==> config.mk <==
export PLATFORM = sky130hd
export DESIGN_NAME = rss_core
export DESIGN_NICKNAME = d
export VERILOG_FILES = /design/src/rss_pkg.sv /design/src/rss_core.sv /design/src/rss_sub.sv
export VERILOG_INCLUDE_DIRS = /design/src
export SDC_FILE = /design/constraint.sdc
export NUM_CORES = 2
export LEC_CHECK = 0
export BUFFER_PORTS_ARGS = -buffer_cell sky130_fd_sc_hd__buf_2
export CAP_MARGIN = 40
export CORE_MARGIN = 1
export CORE_UTILIZATION = 50
export CTS_BUF_LIST = sky130_fd_sc_hd__clkbuf_16
export CTS_CLUSTER_SIZE = 16
export DETAILED_ROUTE_END_ITERATION = 8
export PLACE_DENSITY = 0.66
export RECOVER_POWER = 100
export SYNTH_ARGS = -nofsm -noshare
export SYNTH_HDL_FRONTEND = slang
export SYNTH_SLANG_ARGS = --single-unit
==> constraint.sdc <==
create_clock -name hclk -period 15 [get_ports hclk]
set_input_delay 3 -clock hclk [delete_from_list [all_inputs] [get_ports hclk]]
set_output_delay 3 -clock hclk [all_outputs]
set_load 0.02 [all_outputs]
==> src/rss_params.svh <==
// constants of the rotate/subtract/skip datapath: offsets, fields, resets
// assumes inclusion by bare name from every file that decodes registers
`ifndef RSS_PARAMS_SVH
`define RSS_PARAMS_SVH

// register byte offsets on the bus
`define RSS_OFF_CMD    8'h00
`define RSS_OFF_ACC    8'h04
`define RSS_OFF_FLAGS  8'h08
`define RSS_OFF_DADDR  8'h0C
`define RSS_OFF_DDATA  8'h10
`define RSS_OFF_PTR    8'h14
`define RSS_OFF_HIGH   8'h18
`define RSS_OFF_PAGE   8'h1C
`define RSS_OFF_STATUS 8'h20

// command word fields
`define RSS_CMD_OP_LSB  0
`define RSS_CMD_BIT_LSB 8
`define RSS_CMD_IMM_LSB 16

// flag register bit positions
`define RSS_FLAG_C  0
`define RSS_FLAG_AC 1
`define RSS_FLAG_Z  2
`define RSS_FLAG_OV 3

// status register bit positions
`define RSS_STAT_BUSY  0
`define RSS_STAT_SKIP  1
`define RSS_STAT_DUMMY 2

// reset values and constants
`define RSS_ACC_RST   8'h00
`define RSS_BYTE_RST  8'h00
`define RSS_BYTE_ONES 8'hFF
`define RSS_ONE       8'h01

`endif

==> src/rss_pkg.sv <==
// types of the rotate/subtract/skip datapath: operation codes, states
// assumes nothing of its surroundings
package rss_pkg;

   // operation codes, numbered 0 upward in this order
   typedef enum logic [5:0] {
      OP_NOP,
      OP_ROTL_IN_PLACE,
      OP_ROTL_TO_ACCUM,
      OP_ROTL_THROUGH_CARRY,
      OP_ROTL_CARRY_INTO_ACCUM,
      OP_ROTR_IN_PLACE,
      OP_ROTR_INTO_ACCUM,
      OP_ROTR_THROUGH_CARRY,
      OP_ROTR_CARRY_INTO_ACCUM,
      OP_MINUS_WITH_BORROW,
      OP_MINUS_WITH_BORROW_TO_MEM,
      OP_MINUS,
      OP_MINUS_TO_MEM,
      OP_MINUS_IMM,
      OP_DEC_SKIP_ZERO,
      OP_DEC_SKIP_ZERO_ACCUM,
      OP_INC_SKIP_ZERO,
      OP_INC_SKIP_ZERO_ACCUM,
      OP_SET_BYTE,
      OP_SET_BIT,
      OP_SKIP_BIT_SET,
      OP_SKIP_IF_NULL,
      OP_COPY_SKIP_IF_NULL,
      OP_SKIP_BIT_CLEAR,
      OP_NIBBLE_EXCHANGE,
      OP_NIBBLE_EXCHANGE_TO_ACCUM,
      OP_FETCH_CODE_CUR_PAGE,
      OP_FETCH_CODE_LAST_PAGE,
      OP_EXCLUSIVE_OR,
      OP_EXCLUSIVE_OR_TO_MEM,
      OP_EXCLUSIVE_OR_IMM
   } rss_op_e;

   // execution sequencer states
   typedef enum logic [2:0] {
      ST_IDLE,
      ST_EXEC,
      ST_TFETCH,
      ST_TLOAD,
      ST_DUMMY
   } rss_state_e;

endpackage

==> src/rss_core.sv <==
// execution datapath for rotate, subtract, skip, set, swap, table, xor
// assumes an ahb-lite master, a synchronous code memory with one cycle
// of read latency, and ce held high while the bus is active
//
// Our own choices: register access over AHB-Lite and the placing of the registers.
`timescale 1ns/1ps
`include "rss_params.svh"
module rss_core #(
   parameter int DMEM_DEPTH = 192,
   parameter int PMEM_AW = 12,
   parameter int PMEM_DW = 15
) (
   // clock, reset, enable
   input wire logic hclk,
   input wire logic hresetn,
   input wire logic ce,
   // ahb-lite slave
   input wire logic hsel,
   input wire logic [31:0] haddr,
   input wire logic [1:0] htrans,
   input wire logic hwrite,
   input wire logic [2:0] hsize,
   input wire logic hready,
   input wire logic [31:0] hwdata,
   output logic hreadyout,
   output logic [31:0] hrdata,
   output logic hresp,
   // code memory port
   output logic [PMEM_AW-1:0] pmem_addr,
   output logic pmem_rd,
   input wire logic [PMEM_DW-1:0] pmem_rdata,
   // core sequencing
   output logic busy,
   output logic skip_taken,
   output logic dummy_slot
);
   //--------------------------------------------------------------
   // elaboration checks and local sizes
   //--------------------------------------------------------------
   localparam int DAW = (DMEM_DEPTH > 1) ? $clog2(DMEM_DEPTH) : 1;
   localparam int PGW = PMEM_AW - 8; // page number width

   initial begin
      if (DMEM_DEPTH < 1 || DMEM_DEPTH > 256)
         $error("data memory depth must be 1 to 256");
      if (PMEM_AW < 9 || PMEM_AW > 16)
         $error("code address width must be 9 to 16");
      if (PMEM_DW < 9 || PMEM_DW > 16)
         $error("code word width must be 9 to 16");
   end

   //--------------------------------------------------------------
   // state
   //--------------------------------------------------------------
   logic [7:0] dmem [DMEM_DEPTH]; // on-chip data bytes
   rss_pkg::rss_state_e state_reg; // sequencer
   rss_pkg::rss_op_e op_reg; // latched operation
   logic [2:0] bit_reg; // selected bit index
   logic [7:0] imm_reg; // immediate constant
   logic [7:0] acc_reg; // accumulator
   logic carry_reg; // carry flag
   logic half_carry_flag_reg; // half carry flag
   logic zero_reg; // zero flag
   logic signed_wrap_flag_reg; // overflow flag
   logic [7:0] daddr_reg; // operand address
   logic [7:0] code_fetch_pointer_reg; // table pointer
   logic [7:0] code_fetch_high_byte_reg; // table high byte
   logic [PGW-1:0] page_reg; // current code page
   logic skip_reg; // last operation skipped
   logic [PMEM_AW-1:0] pmem_addr_reg; // code address out
   logic pmem_rd_reg; // code read strobe
   logic [7:0] aph_addr_reg; // captured bus address
   logic wr_reg; // write data phase pending
   logic rd_wait_reg; // read data phase wait
   logic [31:0] hrdata_reg; // read data

   //--------------------------------------------------------------
   // bus decode
   //--------------------------------------------------------------
   logic aph_take; // address phase accepted
   logic bus_wr; // write lands this cycle
   logic cmd_go; // command accepted
   logic idle; // sequencer free

   assign idle = (state_reg == rss_pkg::ST_IDLE);
   assign aph_take = hsel && htrans[1] && hready;
   // writes while busy are dropped so operands stay stable
   assign bus_wr = wr_reg && idle;
   assign cmd_go = bus_wr && (aph_addr_reg == `RSS_OFF_CMD);

   //--------------------------------------------------------------
   // operand fetch and arithmetic
   //--------------------------------------------------------------
   logic in_range; // address maps to a byte
   logic [7:0] operand; // data memory byte
   logic [7:0] bit_mask; // one-hot selected bit
   logic [7:0] sub_b; // subtrahend
   logic sub_bin; // borrow in
   logic [7:0] sub_d; // difference
   logic sub_c, sub_ac, sub_ov; // subtract flags
   logic [7:0] xor_val; // exclusive-or result
   logic [7:0] dec_val, inc_val; // step results

   assign in_range = (int'(daddr_reg) < DMEM_DEPTH);
   assign operand = in_range ? dmem[daddr_reg[DAW-1:0]] : `RSS_BYTE_RST;
   assign bit_mask = `RSS_ONE << bit_reg;
   assign sub_b = (op_reg == rss_pkg::OP_MINUS_IMM) ? imm_reg : operand;
   // borrow forms subtract the inverted carry
   assign sub_bin = ((op_reg == rss_pkg::OP_MINUS_WITH_BORROW) ||
      (op_reg == rss_pkg::OP_MINUS_WITH_BORROW_TO_MEM)) ?
      ~carry_reg : 1'b0;
   assign xor_val = acc_reg ^ ((op_reg == rss_pkg::OP_EXCLUSIVE_OR_IMM) ?
      imm_reg : operand);
   assign dec_val = operand - `RSS_ONE;
   assign inc_val = operand + `RSS_ONE;

   rss_sub u_sub (
      .minuend(acc_reg),
      .subtrahend(sub_b),
      .borrow_in(sub_bin),
      .diff(sub_d),
      .carry_out(sub_c),
      .half_out(sub_ac),
      .wrap_out(sub_ov)
   );

   //--------------------------------------------------------------
   // operation decode
   //--------------------------------------------------------------
   logic [7:0] res; // result byte
   logic mem_we, acc_we; // destinations
   logic c_we, c_val; // carry update
   logic arith_we; // overflow and half carry update
   logic z_we; // zero flag update
   logic skip_now; // skip decision
   logic table_op; // table read

   // one decode for all operations; unknown codes do nothing
   always_comb begin
      res = `RSS_BYTE_RST;
      mem_we = 1'b0;
      acc_we = 1'b0;
      c_we = 1'b0;
      c_val = carry_reg;
      arith_we = 1'b0;
      z_we = 1'b0;
      skip_now = 1'b0;
      table_op = 1'b0;
      case (op_reg)
         rss_pkg::OP_ROTL_IN_PLACE: begin
            res = {operand[6:0], operand[7]};
            mem_we = 1'b1;
         end
         rss_pkg::OP_ROTL_TO_ACCUM: begin
            res = {operand[6:0], operand[7]};
            acc_we = 1'b1;
         end
         rss_pkg::OP_ROTL_THROUGH_CARRY: begin
            res = {operand[6:0], carry_reg};
            mem_we = 1'b1;
            c_we = 1'b1;
            c_val = operand[7];
         end
         rss_pkg::OP_ROTL_CARRY_INTO_ACCUM: begin
            res = {operand[6:0], carry_reg};
            acc_we = 1'b1;
            c_we = 1'b1;
            c_val = operand[7];
         end
         rss_pkg::OP_ROTR_IN_PLACE: begin
            res = {operand[0], operand[7:1]};
            mem_we = 1'b1;
         end
         rss_pkg::OP_ROTR_INTO_ACCUM: begin
            res = {operand[0], operand[7:1]};
            acc_we = 1'b1;
         end
         rss_pkg::OP_ROTR_THROUGH_CARRY: begin
            res = {carry_reg, operand[7:1]};
            mem_we = 1'b1;
            c_we = 1'b1;
            c_val = operand[0];
         end
         rss_pkg::OP_ROTR_CARRY_INTO_ACCUM: begin
            res = {carry_reg, operand[7:1]};
            acc_we = 1'b1;
            c_we = 1'b1;
            c_val = operand[0];
         end
         rss_pkg::OP_MINUS_WITH_BORROW, rss_pkg::OP_MINUS,
         rss_pkg::OP_MINUS_IMM: begin
            res = sub_d;
            acc_we = 1'b1;
            c_we = 1'b1;
            c_val = sub_c;
            arith_we = 1'b1;
            z_we = 1'b1;
         end
         rss_pkg::OP_MINUS_WITH_BORROW_TO_MEM, rss_pkg::OP_MINUS_TO_MEM: begin
            res = sub_d;
            mem_we = 1'b1;
            c_we = 1'b1;
            c_val = sub_c;
            arith_we = 1'b1;
            z_we = 1'b1;
         end
         rss_pkg::OP_DEC_SKIP_ZERO: begin
            res = dec_val;
            mem_we = 1'b1;
            skip_now = (dec_val == `RSS_BYTE_RST);
         end
         rss_pkg::OP_DEC_SKIP_ZERO_ACCUM: begin
            res = dec_val;
            acc_we = 1'b1;
            skip_now = (dec_val == `RSS_BYTE_RST);
         end
         rss_pkg::OP_INC_SKIP_ZERO: begin
            res = inc_val;
            mem_we = 1'b1;
            skip_now = (inc_val == `RSS_BYTE_RST);
         end
         rss_pkg::OP_INC_SKIP_ZERO_ACCUM: begin
            res = inc_val;
            acc_we = 1'b1;
            skip_now = (inc_val == `RSS_BYTE_RST);
         end
         rss_pkg::OP_SET_BYTE: begin
            res = `RSS_BYTE_ONES;
            mem_we = 1'b1;
         end
         rss_pkg::OP_SET_BIT: begin
            res = operand | bit_mask;
            mem_we = 1'b1;
         end
         rss_pkg::OP_SKIP_BIT_SET:
            skip_now = |(operand & bit_mask);
         rss_pkg::OP_SKIP_IF_NULL:
            skip_now = (operand == `RSS_BYTE_RST);
         rss_pkg::OP_COPY_SKIP_IF_NULL: begin
            res = operand;
            acc_we = 1'b1;
            skip_now = (operand == `RSS_BYTE_RST);
         end
         rss_pkg::OP_SKIP_BIT_CLEAR:
            skip_now = ~|(operand & bit_mask);
         rss_pkg::OP_NIBBLE_EXCHANGE: begin
            res = {operand[3:0], operand[7:4]};
            mem_we = 1'b1;
         end
         rss_pkg::OP_NIBBLE_EXCHANGE_TO_ACCUM: begin
            res = {operand[3:0], operand[7:4]};
            acc_we = 1'b1;
         end
         rss_pkg::OP_FETCH_CODE_CUR_PAGE, rss_pkg::OP_FETCH_CODE_LAST_PAGE:
            table_op = 1'b1;
         rss_pkg::OP_EXCLUSIVE_OR, rss_pkg::OP_EXCLUSIVE_OR_IMM: begin
            res = xor_val;
            acc_we = 1'b1;
            z_we = 1'b1;
         end
         rss_pkg::OP_EXCLUSIVE_OR_TO_MEM: begin
            res = xor_val;
            mem_we = 1'b1;
            z_we = 1'b1;
         end
         default: ;
      endcase
   end

   logic exec; // execute cycle
   assign exec = (state_reg == rss_pkg::ST_EXEC);

   //--------------------------------------------------------------
   // sequencer
   //--------------------------------------------------------------
   // idle, execute, optional table fetch or dummy slot
   always_ff @(posedge hclk or negedge hresetn) begin
      if (!hresetn) begin
         state_reg <= rss_pkg::ST_IDLE;
      end else if (ce) begin
         case (state_reg)
            rss_pkg::ST_IDLE:
               if (cmd_go) state_reg <= rss_pkg::ST_EXEC;
            rss_pkg::ST_EXEC:
               if (table_op) state_reg <= rss_pkg::ST_TFETCH;
               else if (skip_now) state_reg <= rss_pkg::ST_DUMMY;
               else state_reg <= rss_pkg::ST_IDLE;
            rss_pkg::ST_TFETCH: state_reg <= rss_pkg::ST_TLOAD;
            default: state_reg <= rss_pkg::ST_IDLE;
         endcase
      end
   end

   // command latch: opcode, bit index, immediate
   always_ff @(posedge hclk or negedge hresetn) begin
      if (!hresetn) begin
         op_reg <= rss_pkg::OP_NOP;
         bit_reg <= 3'h0;
         imm_reg <= `RSS_BYTE_RST;
      end else if (ce && cmd_go) begin
         op_reg <= rss_pkg::rss_op_e'(hwdata[`RSS_CMD_OP_LSB +: 6]);
         bit_reg <= hwdata[`RSS_CMD_BIT_LSB +: 3];
         imm_reg <= hwdata[`RSS_CMD_IMM_LSB +: 8];
      end
   end

   // skip status, held until the next command
   always_ff @(posedge hclk or negedge hresetn) begin
      if (!hresetn) skip_reg <= 1'b0;
      else if (ce && exec) skip_reg <= skip_now;
   end

   //--------------------------------------------------------------
   // data memory, accumulator, flags
   //--------------------------------------------------------------
   // execution writes, table low byte, or bus byte access
   always_ff @(posedge hclk) begin
      if (ce && in_range) begin
         if (exec && mem_we)
            dmem[daddr_reg[DAW-1:0]] <= res;
         else if (state_reg == rss_pkg::ST_TLOAD)
            dmem[daddr_reg[DAW-1:0]] <= pmem_rdata[7:0];
         else if (bus_wr && aph_addr_reg == `RSS_OFF_DDATA)
            dmem[daddr_reg[DAW-1:0]] <= hwdata[7:0];
      end
   end

   // accumulator
   always_ff @(posedge hclk or negedge hresetn) begin
      if (!hresetn) acc_reg <= `RSS_ACC_RST;
      else if (ce) begin
         if (exec && acc_we) acc_reg <= res;
         else if (bus_wr && aph_addr_reg == `RSS_OFF_ACC)
            acc_reg <= hwdata[7:0];
      end
   end

   // status flags; execution updates only the flags it owns
   always_ff @(posedge hclk or negedge hresetn) begin
      if (!hresetn) begin
         carry_reg <= 1'b0;
         half_carry_flag_reg <= 1'b0;
         zero_reg <= 1'b0;
         signed_wrap_flag_reg <= 1'b0;
      end else if (ce) begin
         if (exec) begin
            if (c_we) carry_reg <= c_val;
            if (arith_we) begin
               half_carry_flag_reg <= sub_ac;
               signed_wrap_flag_reg <= sub_ov;
            end
            if (z_we) zero_reg <= (res == `RSS_BYTE_RST);
         end else if (bus_wr && aph_addr_reg == `RSS_OFF_FLAGS) begin
            carry_reg <= hwdata[`RSS_FLAG_C];
            half_carry_flag_reg <= hwdata[`RSS_FLAG_AC];
            zero_reg <= hwdata[`RSS_FLAG_Z];
            signed_wrap_flag_reg <= hwdata[`RSS_FLAG_OV];
         end
      end
   end

   // operand address, table pointer and page
   always_ff @(posedge hclk or negedge hresetn) begin
      if (!hresetn) begin
         daddr_reg <= `RSS_BYTE_RST;
         code_fetch_pointer_reg <= `RSS_BYTE_RST;
         page_reg <= '0;
      end else if (ce && bus_wr) begin
         if (aph_addr_reg == `RSS_OFF_DADDR)
            daddr_reg <= hwdata[7:0];
         else if (aph_addr_reg == `RSS_OFF_PTR)
            code_fetch_pointer_reg <= hwdata[7:0];
         else if (aph_addr_reg == `RSS_OFF_PAGE)
            page_reg <= hwdata[PGW-1:0];
      end
   end

   //--------------------------------------------------------------
   // table read
   //--------------------------------------------------------------
   // address issued at execute, word captured two cycles later
   always_ff @(posedge hclk or negedge hresetn) begin
      if (!hresetn) begin
         pmem_addr_reg <= '0;
         pmem_rd_reg <= 1'b0;
      end else if (ce) begin
         pmem_rd_reg <= exec && table_op;
         if (exec && op_reg == rss_pkg::OP_FETCH_CODE_CUR_PAGE)
            pmem_addr_reg <= {page_reg, code_fetch_pointer_reg};
         else if (exec && op_reg == rss_pkg::OP_FETCH_CODE_LAST_PAGE)
            pmem_addr_reg <= {{PGW{1'b1}}, code_fetch_pointer_reg};
      end
   end

   // high byte of the code word
   always_ff @(posedge hclk or negedge hresetn) begin
      if (!hresetn) code_fetch_high_byte_reg <= `RSS_BYTE_RST;
      else if (ce && state_reg == rss_pkg::ST_TLOAD)
         code_fetch_high_byte_reg <= 8'(pmem_rdata >> 8);
   end

   //--------------------------------------------------------------
   // bus slave
   //--------------------------------------------------------------
   logic [31:0] rd_mux; // read data select

   // reads take one wait state, writes none
   always_ff @(posedge hclk or negedge hresetn) begin
      if (!hresetn) begin
         aph_addr_reg <= `RSS_BYTE_RST;
         wr_reg <= 1'b0;
         rd_wait_reg <= 1'b0;
      end else if (ce) begin
         if (rd_wait_reg) begin
            rd_wait_reg <= 1'b0;
         end else begin
            wr_reg <= aph_take && hwrite;
            rd_wait_reg <= aph_take && !hwrite;
            if (aph_take) aph_addr_reg <= haddr[7:0];
         end
      end
   end

   // register read select; unmapped offsets read zero
   always_comb begin
      rd_mux = 32'h0000_0000;
      if (aph_addr_reg == `RSS_OFF_CMD)
         rd_mux = {8'h00, imm_reg, 5'h00, bit_reg, 2'h0, op_reg};
      else if (aph_addr_reg == `RSS_OFF_ACC)
         rd_mux[7:0] = acc_reg;
      else if (aph_addr_reg == `RSS_OFF_FLAGS)
         rd_mux[3:0] = {signed_wrap_flag_reg, zero_reg,
            half_carry_flag_reg, carry_reg};
      else if (aph_addr_reg == `RSS_OFF_DADDR)
         rd_mux[7:0] = daddr_reg;
      else if (aph_addr_reg == `RSS_OFF_DDATA)
         rd_mux[7:0] = operand;
      else if (aph_addr_reg == `RSS_OFF_PTR)
         rd_mux[7:0] = code_fetch_pointer_reg;
      else if (aph_addr_reg == `RSS_OFF_HIGH)
         rd_mux[7:0] = code_fetch_high_byte_reg;
      else if (aph_addr_reg == `RSS_OFF_PAGE)
         rd_mux[PGW-1:0] = page_reg;
      else if (aph_addr_reg == `RSS_OFF_STATUS) begin
         rd_mux[`RSS_STAT_BUSY] = !idle;
         rd_mux[`RSS_STAT_SKIP] = skip_reg;
         rd_mux[`RSS_STAT_DUMMY] = (state_reg == rss_pkg::ST_DUMMY);
      end
   end

   // read data captured in the wait cycle
   always_ff @(posedge hclk or negedge hresetn) begin
      if (!hresetn) hrdata_reg <= 32'h0000_0000;
      else if (ce && rd_wait_reg) hrdata_reg <= rd_mux;
   end

   //--------------------------------------------------------------
   // outputs
   //--------------------------------------------------------------
   // a write is stretched while the clock enable is low
   assign hreadyout = !rd_wait_reg && (ce || !wr_reg);
   assign hrdata = hrdata_reg;
   assign hresp = 1'b0;
   assign pmem_addr = pmem_addr_reg;
   assign pmem_rd = pmem_rd_reg;
   assign busy = !idle;
   assign skip_taken = skip_reg;
   assign dummy_slot = (state_reg == rss_pkg::ST_DUMMY);

endmodule // rss_core

==> src/rss_sub.sv <==
// eight-bit subtractor with borrow and flag outputs
// assumes purely combinational use by the datapath
`timescale 1ns/1ps
module rss_sub (
   // operands
   input wire logic [7:0] minuend,
   input wire logic [7:0] subtrahend,
   input wire logic borrow_in,
   // result and flags
   output logic [7:0] diff,
   output logic carry_out,
   output logic half_out,
   output logic wrap_out
);
   logic [8:0] full; // nine-bit difference, msb is borrow
   logic [4:0] low; // low nibble difference for half carry

   assign full = {1'b0, minuend} - {1'b0, subtrahend} - {8'h00, borrow_in};
   assign low = {1'b0, minuend[3:0]} - {1'b0, subtrahend[3:0]}
      - {4'h0, borrow_in};
   assign diff = full[7:0];
   // carry is clear on a negative result, set on zero or positive
   assign carry_out = ~full[8];
   assign half_out = ~low[4];
   // signed wrap when signs differ and result sign leaves minuend's
   assign wrap_out = (minuend[7] != subtrahend[7]) &&
      (full[7] != minuend[7]);
endmodule // rss_sub

**Yosys cells after proc, flatten, opt, wreduce, memory -nomap -nowiden**

Memories as Yosys holds them, arrays and structs flattened.
Cells that the tools add are included.

- Memories: 1
- Output and inout port bits: 50
- Logic and storage cells: 215
- Input port bits: 90
- Flip-flop bits (word level): 115
- Bits in writable memories: 1,536

Memory list:

| memory | depth | bits a word | rd ports | clocked after memory_dff | wr ports | line | source |
|---|---|---|---|---|---|---|---|
| dmem | 192 | 8 | 1 | 0 | 1 | rss_core.sv:55 | `logic [7:0] dmem [DMEM_DEPTH];` |

- Order comparisons: 1
- Reduce and logical (&&, ||, !) cells: 65
- Multiplexer cells: 61
- Bitwise operators: 11
- Shifts and indexed selects: 1
- Equal/unequal tests: 49
- Add/sub/neg operators: 6

Operator list:

| kind | number |
|---|---|
| $mux 8 | 12 |
| $pmux 8 s12 | 1 |
| $eq 6x5->1 const B | 15 |
| $eq 6x4->1 const B | 8 |
| $logic_not 8->1 | 5 |
| $mux 1 | 33 |
| $eq 8x5->1 const B | 4 |
| $eq 6x3->1 const B | 4 |
| $mux 12 | 2 |
| $logic_and 1x1->1 | 22 |
| $mux 3 | 6 |
| $reduce_or 2->1 | 9 |
| $eq 8x4->1 const B | 2 |
| $mux 16 | 1 |
| $reduce_or 8->1 | 2 |
| $reduce_or 13->1 | 1 |
| $eq 6x2->1 const B | 2 |
| $mux 4 | 3 |
| $reduce_and 3->1 | 4 |
| $reduce_or 12->1 | 1 |
| $reduce_and 2->1 | 5 |
| $pmux 3 s3 | 1 |
| $reduce_or 9->1 | 1 |
| $sub 8x8->9 | 1 |
| other kinds (30) | 49 |

**Depth between registers and ports, before layout**

- Depth in word-level cells: 11
- Depth in mapped cells: 30
- Depth with buffers taken out: 24

**Modules after synthesis**

Synthesis repeated with hierarchy kept, for this count alone.

- Cells, all modules: 3,903
- Area total of the unflattened synthesis: 67,643.6 µm²

By module, submodules not included:

| module | cells an instance | instances | area an instance (µm²) | sequential area each (µm²) |
|---|---|---|---|---|
| rss_core | 3,822 | 1 | 67,044.3 | 48,676.7 |
| rss_sub | 81 | 1 | 599.3 | 0.0 |

**Worst setup path after synthesis**

No wires, ideal clock.

- Path kind: register to register
- Start point: register daddr_reg[0]
- End point: memory dmem[0][6], data pin
- Stages on the path, launching flop included: 28
- Data arrival time: 9,859 ps
- Required time: 13,764 ps
- Clock period less this slack: 11,095 ps
- Path buffers: 4
- Setup time: 1,236 ps
- Path slack: 3,905 ps
- Cells stage by stage: dfrtp_1 buf_6 buf_4 buf_2 mux4_2 a22oi_1 nand4_1 a22oi_1 o21ai_1 buf_4 inv_1 a21oi_1 fa_1 inv_1 ha_1 nor2_1 fa_1 nand2_1 a21oi_1 o21bai_1 a21oi_1 xnor2_1 a21oi_1 o2111ai_1 a221o_1 a221o_1 mux2i_1 a21oi_1

- Longest elaborated chain between the ends: 8
- Elaborated cells between the ends (all ways): 19
- Those cells by class: 4 x add/sub; 1 x order compare; 10 x mux; 2 x bitwise; 1 x reduce/logical; 1 x memory

RTL lines:

| element | line | source |
|---|---|---|
| from (decl) | rss_core.sv:65 | `logic [7:0] daddr_reg;` |
| from (signal assigned) | rss_core.sv:365 | `` daddr_reg <= `RSS_BYTE_RST; `` |
| from (signal assigned) | rss_core.sv:370 | `daddr_reg <= hwdata[7:0];` |
| $mem_v2 192x8 or $lt 8x8->1 (tied branches) | n/a |  |
| $mux 8 (no line) | n/a |  |
| $mux 8 | rss_core.sv:107 | `assign sub_b = (op_reg == rss_pkg::OP_MINUS_IMM) ? imm_reg : operand;` |
| $sub 8x8->9 | rss_sub.sv:18 | `assign full = {1'b0, minuend} - {1'b0, subtrahend} - {8'h00, borrow_in};` |
| $sub 9x1->9 | rss_sub.sv:18 |  |
| $pmux 8 s12 | rss_core.sv:149 | `case (op_reg)` |
| $mux 8 (no line) | n/a |  |
| $mux 8 (no line) * | n/a |  |
| to (decl) | rss_core.sv:55 |  |

Every way passes the cells marked *; elsewhere a longest branch is shown, timed or not.

**Final worst setup path**

- Start point: register daddr_reg[3]
- End point: memory dmem[125][5], data pin

The elaborated chain is that of the path after synthesis.

==> flow_metrics.tcl <==
set metrics [dict create \
    worst_pin_slew_ps 2670 \
    grt_max_degree 173 \
    syn2layout_area_growth_pct 10.8 \
    vias_per_cell 6.29 \
    ys_top_cells_by_area "edfxtp_1 68%, mux2i_1 6.7%, mux4_2 6.0%" \
    io_pins 140 \
    drc 30 \
    synth-edff-count 1536 \
    place_congestion 0.924 \
    worst_setup_hold_path_clk_slew_ps 60 \
    wl_um 178000 \
    placed_cells 5747 \
    comb_power_share 0.067 \
    async_flop_share 0.0623 \
    numCtsBuffers 163 \
    die_area_mm2 0.137 \
    max-cap-violations 11 \
    hpwl_um 113000 \
    grt_pass1_vias 36900 \
    start_util 0.505 \
    yosysWarnings 0 \
    clockRootBuffer "clkbuf_16" \
    rsz0062_at_grt "false" \
    first_pass_iters 9 \
    avgSynthCellArea_um2 17.0 \
    postCtsSetupRepairBufs 0 \
    critPathMaxFanout 88 \
    netlist_area_mm2 0.0676 \
    netlist_instances 3990 \
    cts_buffer_depth 3 \
    fmax_mhz 84.1 \
    coreArea_mm2 0.134 \
    worst_setup_path_end_kind "register" \
    die_w_um 370 \
    p_int_uw 7530 \
    power.share.switching 0.229 \
    synth_flop_cell "edfxtp_1" \
    slew_violations 277 \
    rows 134 \
    hold_class "register to register" \
    ys_seq_elements 1638 \
    fin_crit_ps 11890 \
    fin_nets 4257 \
    yosys.area.top_type "edfxtp_1" \
    fin_tns_setup_ps 0 \
    cellLeakagePower_uw 0.0237 \
    wl_per_cell_um 29.5 \
    period_share 0.792 \
    yosysSeqAreaShare 0.720 \
    yosys.area.top_type_share 0.682 \
    drt_iter0_markers 4670 \
    status "finished with violations" \
    overflow 0 \
    cts_hold_buf 0 \
    max_slew_margin -0.781 \
    seqPwrFrac 0.535 \
    largest_reg_flops 1536 \
    grt_pass1_wl_um 258000 \
    vias 38100 \
    hold_viol 0 \
    cp.arrival_ps 12360 \
    p_clk_frac 0.398 \
    clkLatencyLatePin_ps 810 \
    p_sw_uw 2230 \
    tritoncts "yes" \
    violations "design-rule violations, max-capacitance violations, max-slew violations" \
    layoutNonFillerInstCount 6045 \
    drive_gt1_frac 0.152 \
    p_per_area_mw_per_mm2 130 \
    numClockSinks 1638 \
    synth_cell_types 101 \
    ant_nets 0 \
    htreeDepth 4 \
    antenna_found_initial 3 \
    setup_viol 0 \
    grt_usage 0.261 \
    die_height_um 370 \
    cp-start-kind "register" \
    critPathRequiredTime_ps 15470 \
    worst-setup-path-type "register to register" \
    ir_drop_uv 123 \
    post_cts_resized 0 \
    io_buffers 84 \
    fin_skew_ps 31.7 \
]
==> synthesized netlist by cell type, types with 6 or more instances <==
master        n
edfxtp_1   1536
mux2i_1     454
nor2_1      284
a22oi_1     243
mux4_2      180
nand2_1     179
a21oi_1     115
clkbuf_1    103
dfrtp_1     102
nand3_1      98
o21ai_0      69
buf_4        59
mux2_2       59
buf_2        43
inv_1        37
buf_6        35
nor3_1       26
a31oi_1      22
and3_1       19
buf_1        17
ha_1         17
xnor2_1      17
nand2b_1     16
nand4_1      14
nor2b_1      13
nor4_1       11
o21ai_1      11
o22ai_1      11
a221oi_1      9
a22o_1        9
a41oi_1       9
xor2_1        9
a211oi_1      7
a221o_1       7
and2_1        7
o221ai_1      7
nor3b_1       6
o2111ai_1     6
or3_1         6
==> area by class of cell <==
class                      instances  area [µm²]
timing repair buffer             245        1550
clock inverter                   123         827
clock buffer                     169        4230
inverter                          41         154
multi-input combinational       2059       17300
sequential                      1638       48700
antenna                            2        5.00
tap                             1768        2210
fill                           10400       58900
==> routing by layer <==
metal,global-route usage,share of wire,up-vias
li1,-,-,16200
met1,0.371,0.40,19600
met2,0.404,0.47,2002
met3,0.0521,0.099,342
met4,0.0905,0.035,2
met5,0,0.000073,-
==> final timing paths <==
kind | from | end | slack [ps] | cells past startpoint
min reg2reg | pmem_addr[10] | pmem_addr[10] | 480 | 2
max | daddr_reg[3] | dmem[125][5] | 3110 | 25
min | pmem_addr[10] | pmem_addr[10] | 480 | 2
max in group asynchronous | hresetn | imm_reg[3] | 8300 | 3
min in group asynchronous | hresetn | pmem_addr[10] | 2710 | 1
max reg2reg | daddr_reg[3] | dmem[125][5] | 3110 | 25
==> worst max-delay path: stages, from the launching register on <==
cell and delay [ps]:
dfrtp_4 730, clkbuf_1 1810, clkbuf_1 1900, nor2b_1 750, buf_4 450, a22oi_1 490, a21oi_1 140, a21oi_1 680
a32oi_1 360, a211oi_4 320, buf_4 310, a21oi_1 110, ha_1 300, inv_1 40, ha_1 260, inv_1 60
o21bai_1 210, xor2_1 100, a21oi_1 260, o2111ai_1 180, a2111oi_2 440, o221ai_1 270, mux2i_1 290, a21oi_4 220
clkbuf_1 330, buf_16 310
==> stage by stage <==
stage,instance area [µm²],utilization,total power [µW],worst slack [ps],hold slack [ps]
2_1_floorplan,67700,-,5740,3910,450
3_3_place_gp,69600,0.520,5930,5200,457
3_5_place_dp,70300,0.526,5970,5900,466
4_1_cts,75400,0.563,9800,5850,478
5_1_grt,74900,0.560,10000,2760,505
6_report,74900,0.560,9760,3110,476
==> power groups by stage <==
stage	combinational (µW)	sequential, µW	clock (µW)
3_3_place_gp	617	5310	0
2_1_floorplan	388	5350	0
4_1_cts	658	5210	3930
6_report	653	5220	3890
5_1_grt	698	5220	4090
3_5_place_dp	656	5310	0
==> layout by cell type (no fill, tap or decap), drive strengths merged, types with 7 or more instances in the layout <==
cell type / Yosys / routed
a211oi: 12 / 12
a21oi: 118 / 118
a221o: 7 / 7
a221oi: 10 / 10
a22o: 9 / 9
a22oi: 243 / 243
a31oi: 23 / 23
a41oi: 10 / 10
and2: 7 / 7
and3: 19 / 19
buf: 160 / 136
bufinv: 0 / 8
clkbuf: 105 / 276
clkinv: 2 / 67
conb: 1 / 14
dfrtp: 102 / 102
edfxtp: 1536 / 1536
ha: 17 / 17
inv: 39 / 84
mux2: 59 / 59
mux2i: 454 / 454
mux4: 180 / 180
nand2: 181 / 181
nand2b: 16 / 16
nand3: 98 / 98
nand4: 15 / 15
nor2: 286 / 286
nor2b: 13 / 13
nor3: 30 / 30
nor3b: 8 / 8
nor4: 13 / 13
o2111ai: 7 / 7
o21ai: 81 / 81
o221ai: 7 / 7
o22ai: 11 / 11
o41ai: 7 / 7
xnor2: 17 / 17
xor2: 9 / 9
==> logic make-up (layout without fill, tap and decap cells) <==
group,count (synthesis),after routing,synth area share
other,1,16,0.0000554
buffers and inverters,306,578,0.0262
muxes,693,693,0.137
and+or+nand+nor,714,714,0.0484
xor gates and xnor gates,26,26,0.00337
adders and majority gates,19,19,0.00374
DFF,1638,1638,0.720
AOI/OAI and AO/OA,593,593,0.0616
Power figures use the tool's default switching activity.
